$ cat src/inc/irq_pkg.sv
// Constants for the primary interrupt flag and enable registers.
// Assumes an APB slave with 32-bit data and byte addresses.
package irq_pkg;

  // ----------------------------------------
  // Register map
  // ----------------------------------------
  localparam logic [11:0] ADDR_CTRL_A = 12'h000;
  localparam logic [11:0] ADDR_CTRL_B = 12'h004;
  localparam logic [7:0]  RST_CTRL    = 8'h00;

  // ----------------------------------------
  // Source indices, highest priority first
  // ----------------------------------------
  localparam int          NUM_SRC = 7;
  localparam logic [2:0]  SRC_EXT = 3'h0;
  localparam logic [2:0]  SRC_AC  = 3'h1;
  localparam logic [2:0]  SRC_T0  = 3'h2;
  localparam logic [2:0]  SRC_SI  = 3'h3;
  localparam logic [2:0]  SRC_MF  = 3'h4;
  localparam logic [2:0]  SRC_T1  = 3'h5;
  localparam logic [2:0]  SRC_LV  = 3'h6;

  // ----------------------------------------
  // Field positions, first register
  // ----------------------------------------
  localparam int A_T0_FLAG = 6;
  localparam int A_AC_FLAG = 5;
  localparam int A_EX_FLAG = 4;
  localparam int A_T0_EN   = 3;
  localparam int A_AC_EN   = 2;
  localparam int A_EX_EN   = 1;
  localparam int A_GIE     = 0;

  // ----------------------------------------
  // Field positions, second register
  // ----------------------------------------
  localparam int B_LV_FLAG = 7;
  localparam int B_MF_FLAG = 6;
  localparam int B_SI_FLAG = 5;
  localparam int B_T1_FLAG = 4;
  localparam int B_LV_EN   = 3;
  localparam int B_MF_EN   = 2;
  localparam int B_SI_EN   = 1;
  localparam int B_T1_EN   = 0;

endpackage

$ cat src/verilog/irq_regs.sv
// Primary interrupt request flags, enables and global enable.
// Assumes event pulses and the core acknowledge come from pclk logic.
//
// Contract
// - Timer 0 events set the flag at bit 6 of the first register.
// - The auto conversion flag sits at bit 5 of the first register.
// - The external pin flag sits at bit 4 of the first register.
// - Bit 3 of the first register enables timer 0 interrupts.
// - Bit 2 of the first register enables auto conversion interrupts.
// - Bit 1 of the first register enables external pin interrupts.
// - The low voltage flag sits at bit 7 of the second register.
// - The multi-function flag sits at bit 6 of the second register.
// - The serial interface flag sits at bit 5 of the second register.
// - The timer 1 flag sits at bit 4 of the second register.
// - Bit 1 of the second register enables serial interface interrupts.
// - Bit 0 of the second register enables timer 1 interrupts.
// - Flags set regardless of enables; a request needs source and global enable.
// - Taking an interrupt clears the global enable while flags still record.
// - Servicing external pin or auto conversion clears that source's flag.

`timescale 1ns/100ps
`default_nettype none

module irq_regs
  import irq_pkg::*;
#(
  parameter int ADDR_W = 12
)
(
  // Clock and reset
  input  wire logic              pclk,
  input  wire logic              presetn,
  // APB slave
  input  wire logic              psel,
  input  wire logic              penable,
  input  wire logic              pwrite,
  input  wire logic [ADDR_W-1:0] paddr,
  input  wire logic [31:0]       pwdata,
  output logic      [31:0]       prdata,
  output logic                   pready,
  output logic                   pslverr,
  // Peripheral event pulses
  input  wire logic              timer0_evt,
  input  wire logic              autoconv_evt,
  input  wire logic              ext_pin_evt,
  input  wire logic              lowvolt_evt,
  input  wire logic              multifunc_evt,
  input  wire logic              serial_if_evt,
  input  wire logic              timer1_evt,
  // Core vectoring
  input  wire logic              irq_ack,
  output logic                   irq_req,
  output logic      [2:0]        irq_id
);

  // ----------------------------------------
  // Elaboration check
  // ----------------------------------------
  if (ADDR_W < 3 || ADDR_W > 12)
  begin : g_bad_addr
    $error("ADDR_W must lie between 3 and 12");
  end

  // ----------------------------------------
  // State
  // ----------------------------------------
  logic [NUM_SRC-1:0] flag_q;
  logic [NUM_SRC-1:0] flag_d;
  logic [NUM_SRC-1:0] en_q;
  logic [NUM_SRC-1:0] en_d;
  logic               gie_q;
  logic               gie_d;
  logic [31:0]        prdata_q;
  logic               pready_q;
  logic               pslverr_q;
  logic               irq_req_q;
  logic [2:0]         irq_id_q;

  // ----------------------------------------
  // Bus decode
  // ----------------------------------------
  wire logic [11:0]        addr_w;
  wire logic               hit_a;
  wire logic               hit_b;
  wire logic               setup;
  wire logic               wr_now;
  wire logic               wr_a;
  wire logic               wr_b;
  wire logic [7:0]         rd_a;
  wire logic [7:0]         rd_b;
  wire logic [7:0]         rd_sel;
  wire logic [NUM_SRC-1:0] wsel;
  wire logic [NUM_SRC-1:0] wflag;
  wire logic [NUM_SRC-1:0] wen;
  wire logic [NUM_SRC-1:0] evt;
  wire logic [NUM_SRC-1:0] clr;
  wire logic [NUM_SRC-1:0] pend;
  wire logic               take;

  assign addr_w = 12'(paddr);
  assign hit_a  = (addr_w == ADDR_CTRL_A);
  assign hit_b  = (addr_w == ADDR_CTRL_B);
  assign setup  = psel & ~penable;
  // The write lands on the access edge that completes the transfer.
  assign wr_now = psel & penable & pready_q & pwrite & ~pslverr_q;
  assign wr_a   = wr_now & hit_a;
  assign wr_b   = wr_now & hit_b;

  // ----------------------------------------
  // Read images
  // ----------------------------------------
  assign rd_a[7] = 1'b0;
  assign rd_a[A_T0_FLAG] = flag_q[SRC_T0];
  assign rd_a[A_AC_FLAG] = flag_q[SRC_AC];
  assign rd_a[A_EX_FLAG] = flag_q[SRC_EXT];
  assign rd_a[A_T0_EN]   = en_q[SRC_T0];
  assign rd_a[A_AC_EN]   = en_q[SRC_AC];
  assign rd_a[A_EX_EN]   = en_q[SRC_EXT];
  assign rd_a[A_GIE]     = gie_q;
  assign rd_b[B_LV_FLAG] = flag_q[SRC_LV];
  assign rd_b[B_MF_FLAG] = flag_q[SRC_MF];
  assign rd_b[B_SI_FLAG] = flag_q[SRC_SI];
  assign rd_b[B_T1_FLAG] = flag_q[SRC_T1];
  assign rd_b[B_LV_EN]   = en_q[SRC_LV];
  assign rd_b[B_MF_EN]   = en_q[SRC_MF];
  assign rd_b[B_SI_EN]   = en_q[SRC_SI];
  assign rd_b[B_T1_EN]   = en_q[SRC_T1];
  assign rd_sel = hit_a ? rd_a : (hit_b ? rd_b : 8'h00);

  // ----------------------------------------
  // Write images
  // ----------------------------------------
  assign wsel[SRC_EXT]  = wr_a;
  assign wsel[SRC_AC]   = wr_a;
  assign wsel[SRC_T0]   = wr_a;
  assign wsel[SRC_SI]   = wr_b;
  assign wsel[SRC_MF]   = wr_b;
  assign wsel[SRC_T1]   = wr_b;
  assign wsel[SRC_LV]   = wr_b;
  assign wflag[SRC_EXT] = pwdata[A_EX_FLAG];
  assign wflag[SRC_AC]  = pwdata[A_AC_FLAG];
  assign wflag[SRC_T0]  = pwdata[A_T0_FLAG];
  assign wflag[SRC_SI]  = pwdata[B_SI_FLAG];
  assign wflag[SRC_MF]  = pwdata[B_MF_FLAG];
  assign wflag[SRC_T1]  = pwdata[B_T1_FLAG];
  assign wflag[SRC_LV]  = pwdata[B_LV_FLAG];
  assign wen[SRC_EXT]   = pwdata[A_EX_EN];
  assign wen[SRC_AC]    = pwdata[A_AC_EN];
  assign wen[SRC_T0]    = pwdata[A_T0_EN];
  assign wen[SRC_SI]    = pwdata[B_SI_EN];
  assign wen[SRC_MF]    = pwdata[B_MF_EN];
  assign wen[SRC_T1]    = pwdata[B_T1_EN];
  assign wen[SRC_LV]    = pwdata[B_LV_EN];

  // ----------------------------------------
  // Events and service
  // ----------------------------------------
  assign evt[SRC_EXT] = ext_pin_evt;
  assign evt[SRC_AC]  = autoconv_evt;
  assign evt[SRC_T0]  = timer0_evt;
  assign evt[SRC_SI]  = serial_if_evt;
  assign evt[SRC_MF]  = multifunc_evt;
  assign evt[SRC_T1]  = timer1_evt;
  assign evt[SRC_LV]  = lowvolt_evt;

  // An acknowledge with no request standing is ignored.
  assign take = irq_ack & irq_req_q;
  assign pend = flag_q & en_q & {NUM_SRC{gie_q}};

  // Only these two sources clear themselves; the rest need software.
  assign clr[SRC_EXT] = take & (irq_id_q == SRC_EXT);
  assign clr[SRC_AC]  = take & (irq_id_q == SRC_AC);
  assign clr[SRC_T0]  = 1'b0;
  assign clr[SRC_SI]  = 1'b0;
  assign clr[SRC_MF]  = 1'b0;
  assign clr[SRC_T1]  = 1'b0;
  assign clr[SRC_LV]  = 1'b0;

  // ----------------------------------------
  // Next state
  // ----------------------------------------
  // A new event always wins, so a request never slips past a clear.
  for (genvar i = 0; i < NUM_SRC; i++)
  begin : g_src
    assign flag_d[i] = evt[i] | (wsel[i] ? wflag[i] : (flag_q[i] & ~clr[i]));
    assign en_d[i]   = wsel[i] ? wen[i] : en_q[i];
  end

  // The hardware clear beats a software set in the same cycle.
  assign gie_d = take ? 1'b0 : (wr_a ? pwdata[A_GIE] : gie_q);

  // ----------------------------------------
  // Priority encoder
  // ----------------------------------------
  function automatic logic [2:0] first_set(input logic [NUM_SRC-1:0] v);
    logic [2:0] r;
    r = 3'h0;
    for (int k = NUM_SRC - 1; k >= 0; k--)
    begin
      if (v[k])
      begin
        r = 3'(k);
      end
    end
    return r;
  endfunction

  wire logic       req_d;
  wire logic [2:0] id_d;

  assign req_d = (|pend) & ~take;
  assign id_d  = first_set(pend);

  // ----------------------------------------
  // Registers
  // ----------------------------------------
  always_ff @(posedge pclk or negedge presetn)
  begin
    if (!presetn)
    begin
      flag_q <= '0;
      en_q   <= '0;
      gie_q  <= RST_CTRL[A_GIE];
    end
    else
    begin
      flag_q <= flag_d;
      en_q   <= en_d;
      gie_q  <= gie_d;
    end
  end

  // One wait-free access phase: ready follows every setup cycle.
  always_ff @(posedge pclk or negedge presetn)
  begin
    if (!presetn)
    begin
      prdata_q  <= '0;
      pready_q  <= 1'b0;
      pslverr_q <= 1'b0;
    end
    else
    begin
      pready_q  <= setup;
      pslverr_q <= setup & ~hit_a & ~hit_b;
      prdata_q  <= (setup & ~pwrite) ? {24'h000000, rd_sel} : 32'h00000000;
    end
  end

  always_ff @(posedge pclk or negedge presetn)
  begin
    if (!presetn)
    begin
      irq_req_q <= 1'b0;
      irq_id_q  <= 3'h0;
    end
    else
    begin
      irq_req_q <= req_d;
      irq_id_q  <= id_d;
    end
  end

  assign prdata  = prdata_q;
  assign pready  = pready_q;
  assign pslverr = pslverr_q;
  assign irq_req = irq_req_q;
  assign irq_id  = irq_id_q;

  // ----------------------------------------
  // Checks
  // ----------------------------------------
  gie_cleared_a: assert property (@(posedge pclk) disable iff (!presetn)
    take |=> !gie_q)
    else $error("Global enable not cleared after take");

  req_needs_en_a: assert property (@(posedge pclk) disable iff (!presetn)
    irq_req_q |-> $past(gie_q) && ($past(flag_q & en_q) != '0))
    else $error("Request raised without enables");

  req_when_en_a: assert property (@(posedge pclk) disable iff (!presetn)
    ((|(flag_q & en_q)) && gie_q && !take) |=> irq_req_q)
    else $error("Enabled request not raised");

  t0_sets_a: assert property (@(posedge pclk) disable iff (!presetn)
    timer0_evt |=> rd_a[A_T0_FLAG])
    else $error("Timer 0 flag not set by event");

  ac_sets_a: assert property (@(posedge pclk) disable iff (!presetn)
    autoconv_evt |=> rd_a[A_AC_FLAG])
    else $error("Auto conversion flag not set by event");

  ext_sets_a: assert property (@(posedge pclk) disable iff (!presetn)
    ext_pin_evt |=> rd_a[A_EX_FLAG])
    else $error("External flag not set by event");

  lv_sets_a: assert property (@(posedge pclk) disable iff (!presetn)
    lowvolt_evt |=> rd_b[B_LV_FLAG])
    else $error("Low voltage flag not set by event");

  mf_sets_a: assert property (@(posedge pclk) disable iff (!presetn)
    multifunc_evt |=> rd_b[B_MF_FLAG])
    else $error("Multi-function flag not set by event");

  si_sets_a: assert property (@(posedge pclk) disable iff (!presetn)
    serial_if_evt |=> rd_b[B_SI_FLAG])
    else $error("Serial flag not set by event");

  t1_sets_a: assert property (@(posedge pclk) disable iff (!presetn)
    timer1_evt |=> rd_b[B_T1_FLAG])
    else $error("Timer 1 flag not set by event");

  ext_clear_a: assert property (@(posedge pclk) disable iff (!presetn)
    (take && irq_id_q == SRC_EXT && !ext_pin_evt && !wr_a)
      |=> !flag_q[SRC_EXT])
    else $error("External flag not cleared on service");

  ac_clear_a: assert property (@(posedge pclk) disable iff (!presetn)
    (take && irq_id_q == SRC_AC && !autoconv_evt && !wr_a)
      |=> !flag_q[SRC_AC])
    else $error("Auto conversion flag not cleared on service");

  top_zero_a: assert property (@(posedge pclk) disable iff (!presetn)
    (setup && hit_a && !pwrite) |=> prdata_q[31:7] == '0)
    else $error("Unused bits of first register read nonzero");

  t0_en_wr_a: assert property (@(posedge pclk) disable iff (!presetn)
    wr_a |=> en_q[SRC_T0] == $past(pwdata[A_T0_EN]))
    else $error("Timer 0 enable not written");

  si_en_wr_a: assert property (@(posedge pclk) disable iff (!presetn)
    wr_b |=> rd_b[B_SI_EN] == $past(pwdata[B_SI_EN]))
    else $error("Serial enable not written");

  t1_en_wr_a: assert property (@(posedge pclk) disable iff (!presetn)
    wr_b |=> rd_b[B_T1_EN] == $past(pwdata[B_T1_EN]))
    else $error("Timer 1 enable not written");

  no_global_a: assert property (@(posedge pclk) disable iff (!presetn)
    (!gie_q && !wr_a) [*2] |-> !irq_req_q)
    else $error("Request while global enable clear");

  ready_once_a: assert property (@(posedge pclk) disable iff (!presetn)
    setup |=> pready_q ##1 !pready_q)
    else $error("Ready not a single access cycle");

endmodule

`default_nettype wire

$ cat config.mk
export PLATFORM = sky130hd
export DESIGN_NAME = irq_regs
export DESIGN_NICKNAME = d
export VERILOG_FILES = /design/src/inc/irq_pkg.sv /design/src/verilog/irq_regs.sv
export SDC_FILE = /design/constraint.sdc
export NUM_CORES = 1
export LEC_CHECK = 0
export BUFFER_PORTS_ARGS = -buffer_cell sky130_fd_sc_hd__buf_2
export CORE_UTILIZATION = 45
export CTS_CLUSTER_SIZE = 10
export DETAILED_ROUTE_END_ITERATION = 8
export HOLD_SLACK_MARGIN = 0.03
export PLACE_DENSITY = 0.92
export SETUP_SLACK_MARGIN = 0.2
export SLEW_MARGIN = 20
export SYNTH_ARGS = -nofsm -noshare
export SYNTH_HDL_FRONTEND = slang
export SYNTH_SLANG_ARGS = --single-unit
$ cat constraint.sdc
create_clock -name pclk -period 2.5 [get_ports pclk]
set_input_delay 0.375 -clock pclk [delete_from_list [all_inputs] [get_ports pclk]]
set_output_delay 0.375 -clock pclk [all_outputs]
set_load 0.005 [all_outputs]
-- After elaboration in Yosys (flattened, before gate mapping)
Cells that the tools add are included.
- eq/ne operators: 2
- muxes and demuxes: 19
- bitwise gates (word level): 33
- reductions and logical operators: 4
- operators with widths (operator ; number):
    2-to-1 mux 8 bit ; 3
    2-to-1 mux 3 bit ; 7
    AND 1 bit ; 16
    AND 7 bit ; 2
    equality test 12 x 3 -> 1 bit, second input constant ; 1
    zero test 12 bit ; 1
    2-to-1 mux 1 bit ; 9
    NOT 1 bit ; 8
    OR 1 bit ; 7
    OR reduction 7 bit ; 1
    equality test 3 x 1 -> 1 bit, second input constant ; 1
    zero test 3 bit ; 1
    nonzero test 2 bit ; 1
- register bits: 29
- word-level logic and storage cells: 67

-- Longest topological paths before layout
- word-level depth: 9
- gate-level depth with buffers: 4
- gate-level depth less buffers: 4

-- Least setup slack after synthesis
OpenSTA, ideal clock, no wires.
- path type: input -> register
- start: input paddr[9]
- end: register en_q[0]
- setup time: 0.125 ns
- data arrival time: 1.994 ns
- slack: 0.382 ns
- cell stages on the path: 4
- path buffers: 0
- path through: or4_4 -> or4_4 -> nor2_8 -> mux2_2
- longest elaborated chain between the ends: 2
- ends and longest elaborated chain (item ; line ; text):
    from (decl) ; irq_regs.sv:37 ; input wire logic [ADDR_W-1:0] paddr,
    zero test 12 bit ; irq_regs.sv:101 ; assign hit_a = (addr_w == ADDR_CTRL_A);
    AND 1 bit ; irq_regs.sv:106 ; assign wr_a = wr_now & hit_a;
    to (signal assigned) ; irq_regs.sv:228 ; en_q <= en_d;
    to (decl) ; irq_regs.sv:69 ; logic [NUM_SRC-1:0] en_q;
No other way between the ends.
A chain may end at the register's enable or synchronous reset.

-- Worst setup path in the final report
Same ends and word-level chain as after synthesis.

==> flow_summary.json <==
{
  "run_status": "complete, no violations",
  "ys_ff_latch": 29,
  "grt_pass1_wl_um": 4530,
  "numPortBuffers": 46,
  "yosysSeqAreaShare_pct": 48.7,
  "cts_root_buf": "clkbuf_4",
  "routabilityCongestion": 0.943,
  "ir_drop_mv": 0.220,
  "synth_cells": 131,
  "multiInputGateArea_sq_um": 667,
  "worst_skew_pair.late_latency_ps": 320,
  "syn_avg_cell_area_sq_um": 11.4,
  "cts.path.max_buffers": 2,
  "clk_pin_slew_ps": 90,
  "maxSlewHeadroom_pct": 58.6,
  "antenna_found_initial": 0,
  "arrival_ps": 2170,
  "met1_length_um": 1070,
  "layout_common_cells": "buf_2, dfrtp_1, conb_1, nor2_1, nand2_1",
  "routed-wl-met2_um": 1480,
  "synthDistinctLibCells": 25,
  "syn_area_sq_um": 1490,
  "die_w_um": 59.5,
  "skew_ps": 4.25,
  "p_per_area_nw_per_um2": 458,
  "setup_viol_count_final": 0,
  "cts_tree": "yes",
  "final_cell_area_sq_um": 1730,
  "drv_cap": 0,
  "hold_violations": 0,
  "fin_setup_tns_ps": 0,
  "drt_wl_total_um": 2780,
  "std_cell_rows": 20,
  "clock.fmax_mhz": 510,
  "tightestPinTransition_ps": 621,
  "grt-ovfl-total": 0,
  "core-area_sq_um": 3100,
  "ctsHoldBuffers": 0,
  "slew_violations": 0,
  "cp-start-kind": "primary input",
  "io_pins": 95,
  "critPathKind": "in2reg",
  "postCtsSetupRepairBufs": 0,
  "period_share_pct": 78.5,
  "clock_sinks": 29,
  "post_drt_wl_per_cell_um": 12.2,
  "fin_crit_ps": 1960,
  "p_leak_nw": 0.896,
  "ff_latch_area_sq_um": 726,
  "rsz0062_at_grt": "no",
  "vias_per_cell": 4.72,
  "drt-pass1-iter-count": 4,
  "grt.total_usage_pct": 17.9,
  "drive_above_1_share_pct": 37.0,
  "crit_fanout": 7,
  "dp_cells": 220,
  "cts-htree-levels": 2,
  "final_common_cell": "buf_2",
  "dpl-instance-area_sq_um": 1680,
  "fin_nets": 240,
  "yosys_warnings": 0,
  "fin_ws_ps": 538,
  "routed.top_layer": "met4",
  "ant_nets": 0,
  "preCtsSetupSlack_ps": 201,
  "drc": 0,
  "grt_pass1_vias": 1007,
  "dieArea_sq_um": 3550,
  "grt_max_degree": 30,
  "hold_path.class": "in2async",
  "met3_length_um": 207,
  "worst_ep_required_time_ps": 2710,
  "worstSetupEndpointType": "register",
  "final_core_util_pct": 55.8,
  "synthToLayoutAreaGrowth_pct": 16.3,
  "initial_core_util_pct": 48.0,
  "dp_hpwl_um": 2200,
  "numCtsBuffers": 5,
  "fill_cells": 278,
  "fin_cells": 228,
  "n_antenna_cell": 0,
  "die_y_um": 59.5,
  "drt_iter0_drc": 27,
  "vias": 1076,
  "post_cts_resized": 0
}
path summary, 6_finish.rpt:
| path | start | end | slack [ps] | depth (start not counted) |
|---|---|---|---|---|
| setup / recovery | paddr[9] | en_q[0] | 540 | 5 |
| hold / removal | presetn | prdata[4] | 60 | 1 |
| setup reg to reg | pslverr | en_q[0] | 840 | 3 |
| hold reg to reg | en_q[0] | prdata[1] | 550 | 1 |
| max in group asynchronous | presetn | flag_q[1] | 2030 | 1 |
| min in group pclk | pwdata[3] | en_q[6] | 300 | 2 |
power breakdown:
part / leakage [nW] / switching [mW] / internal, mW / total [mW]
Sequential: 0.367 / 0.000872 / 0.470 / 0.471
Combinational: 0.497 / 0.0356 / 0.0233 / 0.0588
Clock: 0.0320 / 0.157 / 0.107 / 0.264
final cells by class:
cell class              count  share of cell area [%]
flip-flops and latches     29                    41.9
multi-input cells         100                    38.5
repair buffers             46                    13.3
well taps                  44                    3.18
clock buffers               6                    2.38
clock inverters             2                   0.578
inverters                   1                   0.217
worst max-delay path, stage by stage:
cell    delay, ps
buf_2          90
or4_4         530
or4_4         600
nor2_8        200
mux2_2        360
registers in the layout, summed over array words and instances, names as in the netlist:
register / count
irq_id: 3
prdata: 8
pready: 1
flag_q: 7
gie_q: 1
pslverr: 1
en_q: 7
irq_req: 1
cells by family after synthesis:
logic type / synth area share, %
DFF: 48.7
and+or+nand+nor: 19.6
AOI/OAI and AO/OA: 7.47
buffers and inverters: 12.3
other: 0.252
muxes: 11.7
per-stage QoR:
stage / power [mW] / hold slack, ps
after floorplan: 0.527 / 79.4
after global placement: 0.538 / 423
after detailed placement: 0.540 / 425
after CTS: 0.804 / 63.7
after global routing: 0.838 / 85.4
final: 0.794 / 60.3
Yosys cell counts:
cell type | number | area [sq um]
or4b_2 | 1 | 10.0
a32o_1 | 1 | 10.0
conb_1 | 1 | 3.75
nand4_1 | 1 | 6.26
nand2_1 | 13 | 48.8
mux2_2 | 3 | 33.8
or2_2 | 1 | 6.26
or4_4 | 2 | 22.5
nor3_1 | 2 | 10.0
and2_1 | 1 | 6.26
a31oi_1 | 1 | 6.26
dfrtp_1 | 29 | 726
nor2_1 | 15 | 56.3
nand2b_1 | 2 | 12.5
mux2_4 | 4 | 60.1
a22o_1 | 8 | 70.1
nor2_8 | 2 | 40.0
a21oi_1 | 5 | 25.0
and4b_1 | 1 | 10.0
inv_1 | 1 | 3.75
or4_1 | 2 | 15.0
nor4_4 | 2 | 42.5
nand3_1 | 1 | 5.00
mux2i_1 | 8 | 80.1
buf_4 | 24 | 180
metal layers:
metal / track usage (%) / up-vias
li1: - / 515
met3: 6.11 / 4
met5: 0 / -
met2: 31.0 / 49
met4: 5.98 / 0
met1: 20.6 / 508
Power figures use the tool's default switching activity.
